`src/include/otp_reload_pkg.sv`:
```
// Package: constants and types of the output window and reload logic.
// Assumes a 200 MHz system clock.
`default_nettype none
package otp_reload_pkg;
   // ---------------------------------------------
   // Clock and times
   // ---------------------------------------------
   localparam int CLK_KHZ  = 200_000;
   localparam int TICK_MS  = 10;   // Count step
   localparam int IDLE_MS  = 1000; // Inactivity window
   localparam int POWER_MS = 25;   // Output hold-off
   localparam int TICK_CYC  = TICK_MS * CLK_KHZ;
   localparam int IDLE_CYC  = IDLE_MS * CLK_KHZ;
   localparam int POWER_CYC = POWER_MS * CLK_KHZ;
   localparam int BAUD      = 9600;
   localparam int BIT_CYC   = (CLK_KHZ * 1000) / BAUD;
   // ---------------------------------------------
   // Widths and sizes
   // ---------------------------------------------
   localparam int TIMER_W = 28;
   localparam int BIT_W   = 16;
   localparam int PTR_N   = 4;
   localparam int BANK_W  = 3;
   localparam int FRAME_W = 10;
   typedef logic [TIMER_W-1:0] timer_t;
   typedef logic [BIT_W-1:0]   bitcnt_t;
   typedef logic [7:0]         count_t;
   // One bank pointer cell: programmed flag and bank number
   typedef struct packed {
      logic              programmed;
      logic [BANK_W-1:0] bank;
   } bank_pointer_s;
   typedef enum logic [2:0] {
      ST_POWER, ST_POWER_LOAD, ST_STEADY,
      ST_WINDOW, ST_WATCH, ST_RELOAD
   } ctrl_state_e;
endpackage
`default_nettype wire

```
`src/otp_reload.sv`:
```
// Output window, inactivity timer and OTP reload control.
// Assumes a serial engine that decodes received bytes from
// line_level and writes output_on_count; OTP and checksum
// logic lie outside and answer load requests.
//
// Overview of operation
// - Line is serial while output disabled
// - Non-zero count write enables output
// - Count decrements every 10 ms to zero
// - At zero disable output, start 1 s
// - Line activity restarts the 1 s period
// - Idle 1 s: check checksum, keep RAM
// - Bad checksum: highest programmed pointer wins
// - Pointer selects bank, bank loads RAM
// - Power-on uses last programmed pointer
// - Banks programmable independently of pointers
// - 25 ms hold-off, load, enable if good
// - Byte is start, 8 bits LSB first, stop
// - Pin driver only pulls low
`default_nettype none
module otp_reload #(
   parameter int TICK_CYCLES  = otp_reload_pkg::TICK_CYC,
   parameter int IDLE_CYCLES  = otp_reload_pkg::IDLE_CYC,
   parameter int POWER_CYCLES = otp_reload_pkg::POWER_CYC,
   parameter int BIT_CYCLES   = otp_reload_pkg::BIT_CYC
) (
   input  wire logic                           sys_clk,
   input  wire logic                           rst,
   input  wire logic                           wire_in,
   output logic                                wire_out,
   output logic                                wire_oe,
   output logic                                line_level,
   input  wire logic                           tx_valid,
   input  wire logic [7:0]                     tx_data,
   output logic                                tx_ready,
   input  wire logic                           count_wr,
   input  wire otp_reload_pkg::count_t         count_wr_data,
   output otp_reload_pkg::count_t              output_on_count,
   output logic                                sensor_output,
   input  wire logic                           ram_checksum_ok,
   input  wire otp_reload_pkg::bank_pointer_s  pointers [otp_reload_pkg::PTR_N],
   output logic                                load_req,
   output logic [otp_reload_pkg::BANK_W-1:0]   load_bank,
   input  wire logic                           load_done,
   input  wire logic                           load_checksum_ok,
   input  wire logic                           bank_prog_req,
   output logic                                bank_prog_en
);
   // ---------------------------------------------
   // Constants at counter width
   // ---------------------------------------------
   localparam otp_reload_pkg::timer_t TICK_LAST =
      otp_reload_pkg::timer_t'(TICK_CYCLES - 1);
   localparam otp_reload_pkg::timer_t IDLE_LAST =
      otp_reload_pkg::timer_t'(IDLE_CYCLES - 1);
   localparam otp_reload_pkg::timer_t POWER_LAST =
      otp_reload_pkg::timer_t'(POWER_CYCLES - 1);
   localparam otp_reload_pkg::bitcnt_t BIT_LAST =
      otp_reload_pkg::bitcnt_t'(BIT_CYCLES - 1);
   localparam otp_reload_pkg::count_t COUNT_ONE = 8'h01;
   localparam logic [3:0] FRAME_LAST = 4'(otp_reload_pkg::FRAME_W - 1);

   // ---------------------------------------------
   // Line synchroniser and edge filter
   // ---------------------------------------------
   logic sync1_reg, sync2_reg, sync3_reg, level_reg;
   logic level_next;
   logic line_fall;

   // A change counts only once stages two and three agree
   always_comb begin
      level_next = level_reg;
      if (sync2_reg == sync3_reg) begin
         level_next = sync3_reg;
      end
   end
   assign line_fall  = level_reg & ~level_next;
   assign line_level = level_reg;

   // Idle line is high, so reset to one avoids a false edge
   always_ff @(posedge sys_clk) begin
      if (rst) begin
         sync1_reg <= 1'b1;
         sync2_reg <= 1'b1;
         sync3_reg <= 1'b1;
         level_reg <= 1'b1;
      end else begin
         sync1_reg <= wire_in;
         sync2_reg <= sync1_reg;
         sync3_reg <= sync2_reg;
         level_reg <= level_next;
      end
   end

   // ---------------------------------------------
   // Highest programmed pointer
   // ---------------------------------------------
   logic                              ptr_found;
   logic [otp_reload_pkg::BANK_W-1:0] ptr_bank;

   // Scan upward so the last programmed cell wins
   always_comb begin
      ptr_found = 1'b0;
      ptr_bank  = '0;
      for (int i = 0; i < otp_reload_pkg::PTR_N; i++) begin
         if (pointers[i].programmed) begin
            ptr_found = 1'b1;
            ptr_bank  = pointers[i].bank;
         end
      end
   end

   // ---------------------------------------------
   // Control state machine
   // ---------------------------------------------
   otp_reload_pkg::ctrl_state_e       state_reg, state_next;
   otp_reload_pkg::timer_t            timer_reg, timer_next;
   otp_reload_pkg::count_t            count_reg, count_next;
   logic                              en_reg, en_next;
   logic                              req_reg, req_next;
   logic [otp_reload_pkg::BANK_W-1:0] bank_reg, bank_next;
   logic                              open_state;

   assign open_state = (state_reg == otp_reload_pkg::ST_STEADY)
                     | (state_reg == otp_reload_pkg::ST_WINDOW)
                     | (state_reg == otp_reload_pkg::ST_WATCH);

   // One timer serves hold-off, count step and idle watch
   always_comb begin
      state_next = state_reg;
      timer_next = timer_reg + 1'b1;
      count_next = count_reg;
      en_next    = en_reg;
      req_next   = 1'b0;
      bank_next  = bank_reg;
      case (state_reg)
         otp_reload_pkg::ST_POWER: begin
            en_next = 1'b0;
            if (timer_reg == POWER_LAST) begin
               if (ptr_found) begin
                  req_next   = 1'b1;
                  bank_next  = ptr_bank;
                  state_next = otp_reload_pkg::ST_POWER_LOAD;
               end else begin
                  state_next = otp_reload_pkg::ST_STEADY;
               end
            end
         end
         otp_reload_pkg::ST_POWER_LOAD: begin
            if (load_done) begin
               en_next    = load_checksum_ok;
               state_next = otp_reload_pkg::ST_STEADY;
            end
         end
         otp_reload_pkg::ST_WINDOW: begin
            if (timer_reg == TICK_LAST) begin
               timer_next = '0;
               count_next = count_reg - COUNT_ONE;
               if (count_reg == COUNT_ONE) begin
                  en_next    = 1'b0;
                  state_next = otp_reload_pkg::ST_WATCH;
               end
            end
         end
         otp_reload_pkg::ST_WATCH: begin
            if (line_fall) begin
               timer_next = '0;
            end else if (timer_reg == IDLE_LAST) begin
               if (ram_checksum_ok || !ptr_found) begin
                  state_next = otp_reload_pkg::ST_STEADY;
               end else begin
                  req_next   = 1'b1;
                  bank_next  = ptr_bank;
                  state_next = otp_reload_pkg::ST_RELOAD;
               end
            end
         end
         otp_reload_pkg::ST_RELOAD: begin
            if (load_done) begin
               state_next = otp_reload_pkg::ST_STEADY;
            end
         end
         otp_reload_pkg::ST_STEADY: begin
            timer_next = '0;
         end
         default: begin
            state_next = otp_reload_pkg::ST_POWER;
            timer_next = '0;
         end
      endcase
      // A new count overrides the window in any open state
      if (count_wr && open_state) begin
         count_next = count_wr_data;
         timer_next = '0;
         if (count_wr_data != '0) begin
            en_next    = 1'b1;
            state_next = otp_reload_pkg::ST_WINDOW;
         end else if (state_reg == otp_reload_pkg::ST_WINDOW) begin
            en_next    = 1'b0;
            state_next = otp_reload_pkg::ST_WATCH;
         end
      end
   end

   // Registers only
   always_ff @(posedge sys_clk) begin
      if (rst) begin
         state_reg <= otp_reload_pkg::ST_POWER;
         timer_reg <= '0;
         count_reg <= '0;
         en_reg    <= 1'b0;
         req_reg   <= 1'b0;
         bank_reg  <= '0;
      end else begin
         state_reg <= state_next;
         timer_reg <= timer_next;
         count_reg <= count_next;
         en_reg    <= en_next;
         req_reg   <= req_next;
         bank_reg  <= bank_next;
      end
   end

   assign output_on_count = count_reg;
   assign sensor_output   = en_reg;
   assign load_req        = req_reg;
   assign load_bank       = bank_reg;
   // Bank writes never look at the pointer cells
   assign bank_prog_en    = bank_prog_req;

   // ---------------------------------------------
   // Byte transmitter
   // ---------------------------------------------
   logic [otp_reload_pkg::FRAME_W-1:0] shift_reg, shift_next;
   otp_reload_pkg::bitcnt_t            baud_reg, baud_next;
   logic [3:0]                         nbit_reg, nbit_next;
   logic                               busy_reg, busy_next;

   // Refuse bytes while the analog output owns the line
   assign tx_ready = ~busy_reg & ~en_reg;

   // Frame is stop, data, start; shifted out LSB first
   always_comb begin
      shift_next = shift_reg;
      baud_next  = baud_reg;
      nbit_next  = nbit_reg;
      busy_next  = busy_reg;
      if (!busy_reg) begin
         if (tx_valid && tx_ready) begin
            shift_next = {1'b1, tx_data, 1'b0};
            baud_next  = '0;
            nbit_next  = '0;
            busy_next  = 1'b1;
         end
      end else if (baud_reg == BIT_LAST) begin
         baud_next  = '0;
         shift_next = {1'b1, shift_reg[otp_reload_pkg::FRAME_W-1:1]};
         nbit_next  = nbit_reg + 1'b1;
         if (nbit_reg == FRAME_LAST) begin
            busy_next = 1'b0;
         end
      end else begin
         baud_next = baud_reg + 1'b1;
      end
   end

   always_ff @(posedge sys_clk) begin
      if (rst) begin
         shift_reg <= '1;
         baud_reg  <= '0;
         nbit_reg  <= '0;
         busy_reg  <= 1'b0;
      end else begin
         shift_reg <= shift_next;
         baud_reg  <= baud_next;
         nbit_reg  <= nbit_next;
         busy_reg  <= busy_next;
      end
   end

   // Open drain: a zero bit pulls low, a one lets pull-up win
   assign wire_out = 1'b0;
   assign wire_oe  = busy_reg & ~shift_reg[0] & ~en_reg;
endmodule // otp_reload
`default_nettype wire

```
`config.mk`:
```
export PLATFORM = sky130hd
export DESIGN_NAME = otp_reload
export DESIGN_NICKNAME = d
export VERILOG_FILES = /design/src/include/otp_reload_pkg.sv /design/src/otp_reload.sv
export SDC_FILE = /design/constraint.sdc
export NUM_CORES = 1
export LEC_CHECK = 0
export BUFFER_PORTS_ARGS = -buffer_cell sky130_fd_sc_hd__buf_2
export CORE_MARGIN = 2
export CORE_UTILIZATION = 25
export DETAILED_ROUTE_END_ITERATION = 16
export SETUP_SLACK_MARGIN = 0.15
export SYNTH_ARGS = -nofsm -noshare
export SYNTH_HDL_FRONTEND = slang
export SYNTH_SLANG_ARGS = --single-unit
export TNS_END_PERCENT = 50
```
`constraint.sdc`:
```
create_clock -name sys_clk -period 2.3 [get_ports sys_clk]
set_input_delay 0.46 -clock sys_clk [delete_from_list [all_inputs] [get_ports sys_clk]]
set_output_delay 0.46 -clock sys_clk [all_outputs]
set_load 0.01 [all_outputs]
```
# Word level (Yosys, flattened, before mapping)
# Index checks and enable logic that the tools add are counted.
# Widths: inputs -> output; s select.
[totals]
mem_bits_ro = 0
n_memories = 0
ram_bits = 0
ff_bits = 79
output_inout_bits = 18
inputBits = 41
latchBits = 0
[op_classes]
mux = 59
div = 0
n_addsub = 4
n_reduce_logical = 16
n_mul = 0
shift = 0
order_cmp = 0
eq_ne = 18
n_bitwise = 10
[ops]
columns = ["cell", "count"]
rows = [
  ["$pmux 28 s3", 1],
  ["$mux 3", 19],
  ["$mux 28", 2],
  ["$mux 16", 3],
  ["$mux 10", 3],
  ["$add 28x1->28 const B", 1],
  ["$eq 28x21->1 const B", 1],
  ["$eq 28x23->1 const B", 1],
  ["$eq 28x28->1 const B", 1],
  ["$mux 8", 3],
  ["$mux 1", 20],
  ["$add 16x1->16 const B", 1],
  ["$eq 16x15->1 const B", 1],
  ["$pmux 3 s5", 1],
  ["$mux 4", 3],
  ["$eq 8x1->1 const B", 1],
  ["$ne 2x2->1 const B", 4],
  ["$reduce_bool 2->1", 4],
  ["$reduce_bool 8->1", 1],
  ["$sub 8x1->8 const B", 1],
  ["$eq 3x2->1 const B", 2],
  ["$eq 3x3->1 const B", 2],
  ["$pmux 3 s2", 1],
  ["$reduce_and 6->1", 1],
  ["18 further kinds", 29],
]

# Depth between registers and ports, before layout
# Gate-level depths: netlist of run 1.
[logic_depth]
word_depth = 13
depth_mapped = 9
depth_no_buf = 7

# Worst setup path before layout of run 1
# No wires, ideal clock.
[synth_path]
path_type = "register to register"
from = "reg timer_reg[21]"
to = "reg bank_reg (netlist bit load_bank[0])"
period_less_slack_ns = 2.140
setup_ns = 0.121
arrival_time_ns = 2.019
t_required_ns = 2.179
stages_incl_launch_ff = 6
path_slack_ns = 0.160
path_cell_list = "dfxtp_1 or4_4 or4_4 nor3_2 a31oi_1 mux2_2"
[synth_between]
elab_chain_len = 3
word_cells_on_any_way = 5
cone_classes = "4 x eq/ne; 1 x reduce/logical"
[synth_rtl]
columns = ["element", "line_no", "rtl"]
rows = [
  ["from (decl)", "otp_reload.sv:117", "otp_reload_pkg::timer_t timer_reg, timer_next;"],
  ["from (signal assigned)", "otp_reload.sv:216", "timer_reg <= timer_next;"],
  ["$eq 28x23->1 or $eq 28x28->1 (tied branches)", "otp_reload.sv:139, otp_reload.sv:168", ""],
  ["$ne 2x2->1 (no line) or $ne 2x1->1 (tied branches)", "n/a", ""],
  ["$reduce_and 6->1 (no line) *", "n/a", ""],
  ["to (signal assigned)", "otp_reload.sv:220", "bank_reg <= bank_next;"],
  ["to (decl)", "otp_reload.sv:121", "logic [otp_reload_pkg::BANK_W-1:0] bank_reg, bank_next;"],
]
# Every way passes the cells marked *; elsewhere a longest branch is shown, timed or not.
# A chain may end at the register's enable or synchronous reset.

# Worst setup path after layout of run 1
[layout_path]
from = "reg timer_reg[7]"
to = "reg bank_reg (netlist bit load_bank[0])"
# The elaborated chain is that of the path after synthesis.

==> flow_summary.toml, run 1 <==
[outcome]
run_status = "finished, final reports clean"

[timing]
slew_viol_final = 0
fmax_ghz = 0.469
finalWorstPathRequiredPeriod_ns = 2.13
final.setup.tns_ns = 0
clock-skew-final_ns = 0.00811
max_slew_margin = 0.610
grt_setup_unrepaired = "yes"
worst-slew-pin-transition_ns = 0.584
final-hold-violation-count = 0
finish_stage_setup_viols = 0
timing.final.crit_share = 0.927

[synth]
synth-edff-count = 0
synth.most_common_cell = "sky130_fd_sc_hd__dfxtp_1"
ys_types = 59
synth_area_leaders = "sky130_fd_sc_hd__dfxtp_1, sky130_fd_sc_hd__nor2_1, sky130_fd_sc_hd__xor2_1"
synthesis.nets = 553
synthDominantAreaCellType = "sky130_fd_sc_hd__dfxtp_1"
post_synth_inst_count = 505
synth-seq-cells = 78
postSynthAreaPerCell_um2 = 8.30
synthTopCellsByCount = "sky130_fd_sc_hd__dfxtp_1, sky130_fd_sc_hd__nor2_1, sky130_fd_sc_hd__nand2_1, sky130_fd_sc_hd__a21oi_1, sky130_fd_sc_hd__o21ai_0"
ys.warnings.count = 0
netlist.area_leader.share = 0.373
netlist_area_mm2 = 0.00419
yosys_most_used_dff = "sky130_fd_sc_hd__dfxtp_1"
async_reset_ff_frac = 0
sequential_element_share_of_the_synthesized_area = 0.373

[detailed_routing]
routed-wl-met2_mm = 4.76
detail_route.iter0.violations = 155
route.detailed.drc = 0
routedLengthMet1_mm = 5.04
first_pass_iters = 4
met3_length_um = 294
totalWireLength_mm = 10.3
highest_layer = "met4"
routed_via_density = 4.84
detail-route-antenna-nets = 0
vias = 3870
routed_wire_length_per_instance_um = 12.8

[floorplanning]
dieHeight_um = 133
design.die.area_mm2 = 0.0178
die_width_um = 133
floorplan.initialDensity = 0.255
floorplan.rows = 47
coreArea_mm2 = 0.0165
floorplan.io_pins = 59

[placement]
instance_area_after_placement_mm2 = 0.00487
placement.io_buffers = 55
dp_hpwl_mm = 7.42
gp_routability_congestion = 0.825

[finish]
areaGrowthSynthToFinish_pct = 24.2
fin_nets = 623
num-fill-cells = 1742
finalInstanceArea_mm2 = 0.00520
antenna_cells_inserted = 0
largest_register_ffs = 28
drive_gt1_frac = 0.228

[job]
max_cap_viol_count = 0

[hold_path]
hold_depth = 2
hold_path_class = "in2reg"

[power]
power.leakage_nw = 2.00
vdd.ir_drop.worst_mv = 0.338
pwr_density_cell_mw_per_mm2 = 581

[setup_path]
worstPathMaxFanout = 4
cp_data_required_time_ns = 2.53
start_kind = "flop"
worstRegToRegCells = 5
cp_data_arrival_time_ns = 2.36
critPathCaptureType = "flop"
setup.worst_path.class = "reg2reg"

[cts]
worst_setup_hold_path_clk_slew_ns = 0.06
clock_latency_ns = 0.34
cts.path.max_buffers = 2
ctsRootBufferMaster = "sky130_fd_sc_hd__clkbuf_16"
clock-sinks = 78
clock_tree_from_tritoncts = "yes"
htree_num_levels = 3
cts_inserted_buffers = 9

[global_route]
grt_pass1_wl_mm = 17.4
gr-usage-all-layers = 0.119
grt_antenna_before_repair = 0
grt_start_max_net_pins = 28
grt-ovfl-total = 0
number_of_global_route_vias_before_repair = 3639
worst max-delay path: stages (launching register included):
cell and delay [ns]:
sky130_fd_sc_hd__dfxtp_1 0.30, sky130_fd_sc_hd__or4_4 0.55, sky130_fd_sc_hd__or4_4 0.58, sky130_fd_sc_hd__nor3_4 0.22, sky130_fd_sc_hd__a31oi_4 0.07, sky130_fd_sc_hd__mux2_2 0.30
cell usage in the layout (no fill, tap or decap), types with 7 or more instances in the layout:
master / netlist / routed
sky130_fd_sc_hd__dfxtp_1: 78 / 77
sky130_fd_sc_hd__a311oi_1: 12 / 12
sky130_fd_sc_hd__nand4_1: 22 / 22
sky130_fd_sc_hd__xor2_1: 23 / 23
sky130_fd_sc_hd__nand3_1: 16 / 16
sky130_fd_sc_hd__inv_1: 17 / 17
sky130_fd_sc_hd__a31oi_1: 10 / 9
sky130_fd_sc_hd__nor2_1: 58 / 58
sky130_fd_sc_hd__nor3_1: 12 / 11
sky130_fd_sc_hd__buf_2: 1 / 55
sky130_fd_sc_hd__nand2_1: 41 / 41
sky130_fd_sc_hd__mux2_2: 10 / 10
sky130_fd_sc_hd__buf_4: 2 / 31
sky130_fd_sc_hd__mux2i_1: 8 / 8
sky130_fd_sc_hd__o21ai_0: 25 / 25
sky130_fd_sc_hd__and3_1: 10 / 10
sky130_fd_sc_hd__nor3b_1: 7 / 7
sky130_fd_sc_hd__or4_1: 9 / 7
sky130_fd_sc_hd__clkbuf_16: 0 / 9
sky130_fd_sc_hd__a21oi_1: 30 / 30
routing by layer:
| metal | GRT usage | up-vias |
|---|---|---|
| li1 | - | 1985 |
| met1 | 0.154 | 1818 |
| met2 | 0.194 | 54 |
| met3 | 0.0278 | 13 |
| met4 | 0.0449 | 0 |
| met5 | 0 | - |
cells by family (layout without fill, tap and decap cells):
family | count (synthesis) | after routing | share of synthesized area
xor gates and xnor gates | 29 | 29 | 0.0606
buffers and inverters | 45 | 119 | 0.0460
AOI/OAI and AO/OA | 105 | 105 | 0.161
adders and majority gates | 7 | 7 | 0.0209
and+or+nand+nor | 222 | 222 | 0.292
DFF | 78 | 78 | 0.373
other | 1 | 1 | 0.000895
muxes | 18 | 18 | 0.0460
cell type report:
cell class | instances | area [um2] | share of cell area
multi-input cells | 382 | 2490 | 0.478
clock buffers | 9 | 225 | 0.0433
inverters | 17 | 63.8 | 0.0123
well taps | 220 | 275 | 0.0529
clock inverters | 6 | 62.6 | 0.0120
repair buffers | 87 | 528 | 0.101
flip-flops and latches | 78 | 1560 | 0.300
power breakdown:
part / internal, W / total, W / switching [W]
sequential: 0.00138 / 0.00140 / 0.0000230
combinational: 0.000102 / 0.000231 / 0.000129
clock: 0.000833 / 0.00140 / 0.000563
worst paths after layout:
check                             startpoint            to  slack (ns)
worst max-delay path            timer_reg[7]  load_bank[0]        0.17
worst min-delay path                 wire_in     sync1_reg        0.30
worst max register to register  timer_reg[7]  load_bank[0]        0.17
worst min register to register     sync1_reg     sync2_reg        0.41
through the flow:
stage / hold WS (ns) / setup WS (ns) / utilization / power (W) / cells
finish: 0.302 / 0.168 / 0.316 / 0.00303 / 799
global route: 0.299 / 0.0869 / 0.316 / 0.00315 / 799
floorplan: 0.389 / 0.160 / - / 0.00157 / 505
CTS: 0.296 / 0.148 / 0.315 / 0.00308 / 799
global placement: 0.396 / 0.0349 / 0.296 / 0.00166 / 784
detailed placement: 0.403 / 0.0427 / 0.296 / 0.00166 / 784
what timing repair did:
action	CTS	global route
setup endpoints to repair	5	36
setup buffers	0	0
hold buffers	0	0
pin swaps	4	3
resized for setup	6	5
endpoints found under the hold margin	0	0
No activity file was read; power rests on OpenSTA's default activity.
==> inputs of run 2 (changes only) <==
--- a/config.mk
+++ b/config.mk
@@ -9,7 +9,7 @@
 export CORE_MARGIN = 2
 export CORE_UTILIZATION = 25
 export DETAILED_ROUTE_END_ITERATION = 16
-export SETUP_SLACK_MARGIN = 0.15
+export SETUP_SLACK_MARGIN = 0.3
 export SYNTH_ARGS = -nofsm -noshare
 export SYNTH_HDL_FRONTEND = slang
 export SYNTH_SLANG_ARGS = --single-unit
==> run 2 against run 1 <==
Against the previous run:
- via count up 0.44%
- utilization up 1.7 points
- maximum frequency down 0.19%
- cell count up 1.4%
- count of clock-buffer cells in the layout up 2
- flip-flop and latch count unchanged
- hold slack worse by 0.0014 ns
- largest power group unchanged
- highest routed layer unchanged
==> flow_summary.toml, run 2 (synthesis results as in run 1) <==
[setup_path]
start_kind = "flop"
setup.worst_path.class = "reg2reg"
critPathCaptureType = "flop"
cp_data_arrival_time_ns = 2.36
worstPathMaxFanout = 4
cp_data_required_time_ns = 2.53

[timing]
final-hold-violation-count = 0
fmax_ghz = 0.468
grt_setup_unrepaired = "yes"
finish_stage_setup_viols = 0
worst-slew-pin-transition_ns = 0.573
max_slew_margin = 0.617
hold_ws_ns = 0.301
setup_ws_ns = 0.164
finalWorstPathRequiredPeriod_ns = 2.14
clock-skew-final_ns = 0.00362
final.setup.tns_ns = 0
timing.final.crit_share = 0.929
slew_viol_final = 0

[power]
netSwitchingFraction = 0.242
power.leakage_nw = 2.12
vdd.ir_drop.worst_mv = 0.348
pwr_density_cell_mw_per_mm2 = 551
power.combinational.fraction = 0.089
internal-power_w = 0.00229
pwr-share-clk = 0.448
netSwitchingPower_w = 0.000731
fin_total_pwr_w = 0.00302
power.share.sequential = 0.463

[cts]
clock_tree_from_tritoncts = "yes"
ctsRootBufferMaster = "sky130_fd_sc_hd__clkbuf_16"
clock_latency_ns = 0.34
hold_buffers = 0
htree_num_levels = 3
cts_inserted_buffers = 9
worst_setup_hold_path_clk_slew_ns = 0.06
cts.path.max_buffers = 2
clock-sinks = 78

[floorplanning]
design.die.area_mm2 = 0.0178
coreArea_mm2 = 0.0165
dieHeight_um = 133
floorplan.io_pins = 59
die_width_um = 133
floorplan.initialDensity = 0.255
floorplan.rows = 47

[detailed_routing]
route.detailed.drc = 0
vias = 3887
detail_route.iter0.violations = 224
detail-route-antenna-nets = 0
routed_wire_length_per_instance_um = 13.5
totalWireLength_mm = 10.9
first_pass_iters = 4
routed_via_density = 4.80

[finish]
antenna_cells_inserted = 0
mostFrequentLayoutCells = "sky130_fd_sc_hd__dfxtp_1, sky130_fd_sc_hd__buf_2, sky130_fd_sc_hd__nor2_1"
drive_gt1_frac = 0.278
leading_cell_type_in_the_layout_fill_and_taps_excluded = "sky130_fd_sc_hd__dfxtp_1"
largest_register_ffs = 28
multi_input_area_mm2 = 0.00260
fin_nets = 633
areaGrowthSynthToFinish_pct = 30.7
num-fill-cells = 1727
seq_area_mm2 = 0.00157
utilization = 0.333

[global_route]
gr-usage-all-layers = 0.123
grt-ovfl-total = 0
number_of_global_route_vias_before_repair = 3597
grt_antenna_before_repair = 0
grt_pass1_wl_mm = 17.7
grt_start_max_net_pins = 35

[job]
max_cap_viol_count = 0

[placement]
placement.io_buffers = 55
dp_slack_ns = 0.108
gp_routability_congestion = 0.778
dp_hpwl_mm = 7.36

[hold_path]
hold_path_class = "in2reg"

[outcome]
run_status = "finished, final reports clean"
run 2: changes by cell type in the layout (fill, tap and decap cells not counted), moves of 3 or more:
| cell | delta |
|---|---|
| sky130_fd_sc_hd__nor2_4 | +3 |
| sky130_fd_sc_hd__nor2_2 | +11 |
| sky130_fd_sc_hd__nor2_1 | -14 |
| sky130_fd_sc_hd__dfxtp_2 | +3 |
| sky130_fd_sc_hd__dfxtp_1 | -3 |
| sky130_fd_sc_hd__buf_6 | +4 |
run 2: layout make-up:
cell class / count / area share
multi-input cells: 382 / 0.474
flip-flops and latches: 78 / 0.286
repair buffers: 97 / 0.126
well taps: 220 / 0.0502
clock buffers: 11 / 0.0461
inverters: 17 / 0.0116
clock inverters: 5 / 0.00617
run 2: power groups by stage:
stage,registers [W],logic (W),clock network (W)
floorplan,0.00142,0.000157,0
global placement,0.00143,0.000230,0
detailed placement,0.00143,0.000231,0
CTS,0.00140,0.000258,0.00139
global route,0.00140,0.000299,0.00145
finish,0.00140,0.000269,0.00135
run 2: layer usage:
| layer | part of all wire | GRT usage | vias up |
|---|---|---|---|
| met2 | 0.48 | 0.198 | 59 |
| li1 | - | - | 2008 |
| met4 | 0.013 | 0.0349 | 0 |
| met3 | 0.041 | 0.0388 | 11 |
| met5 | 0 | 0 | - |
| met1 | 0.46 | 0.160 | 1809 |
run 2: critical path, stage by stage, from the launching register on:
cell and delay (ns):
sky130_fd_sc_hd__dfxtp_2 0.32, sky130_fd_sc_hd__or4_4 0.54, sky130_fd_sc_hd__or4_4 0.51, sky130_fd_sc_hd__nor3_4 0.18, sky130_fd_sc_hd__a31oi_4 0.15, sky130_fd_sc_hd__mux2_4 0.32
run 2: final timing paths:
path | start | slack (ns) | to | depth (start not counted)
worst min register to register | sync1_reg | 0.41 | sync2_reg | 1
worst max register to register | timer_reg[13] | 0.16 | load_bank[1] | 5
worst min-delay path | wire_in | 0.30 | sync1_reg | 2
worst max-delay path | timer_reg[13] | 0.16 | load_bank[1] | 5
run 2: what timing repair did:
item,4_1_cts,5_1_grt
resized for setup,18,20
hold endpoints to repair,0,0
endpoints found under the setup margin,43,63
cloned,2,1
buffers inserted,10,3
pin swaps,13,11
run 2: through the flow:
step	cell area, um2	cells
after floorplan	4230	505
after global placement	4860	778
after detailed placement	4860	778
after CTS	5380	806
after global routing	5480	810
final	5480	810
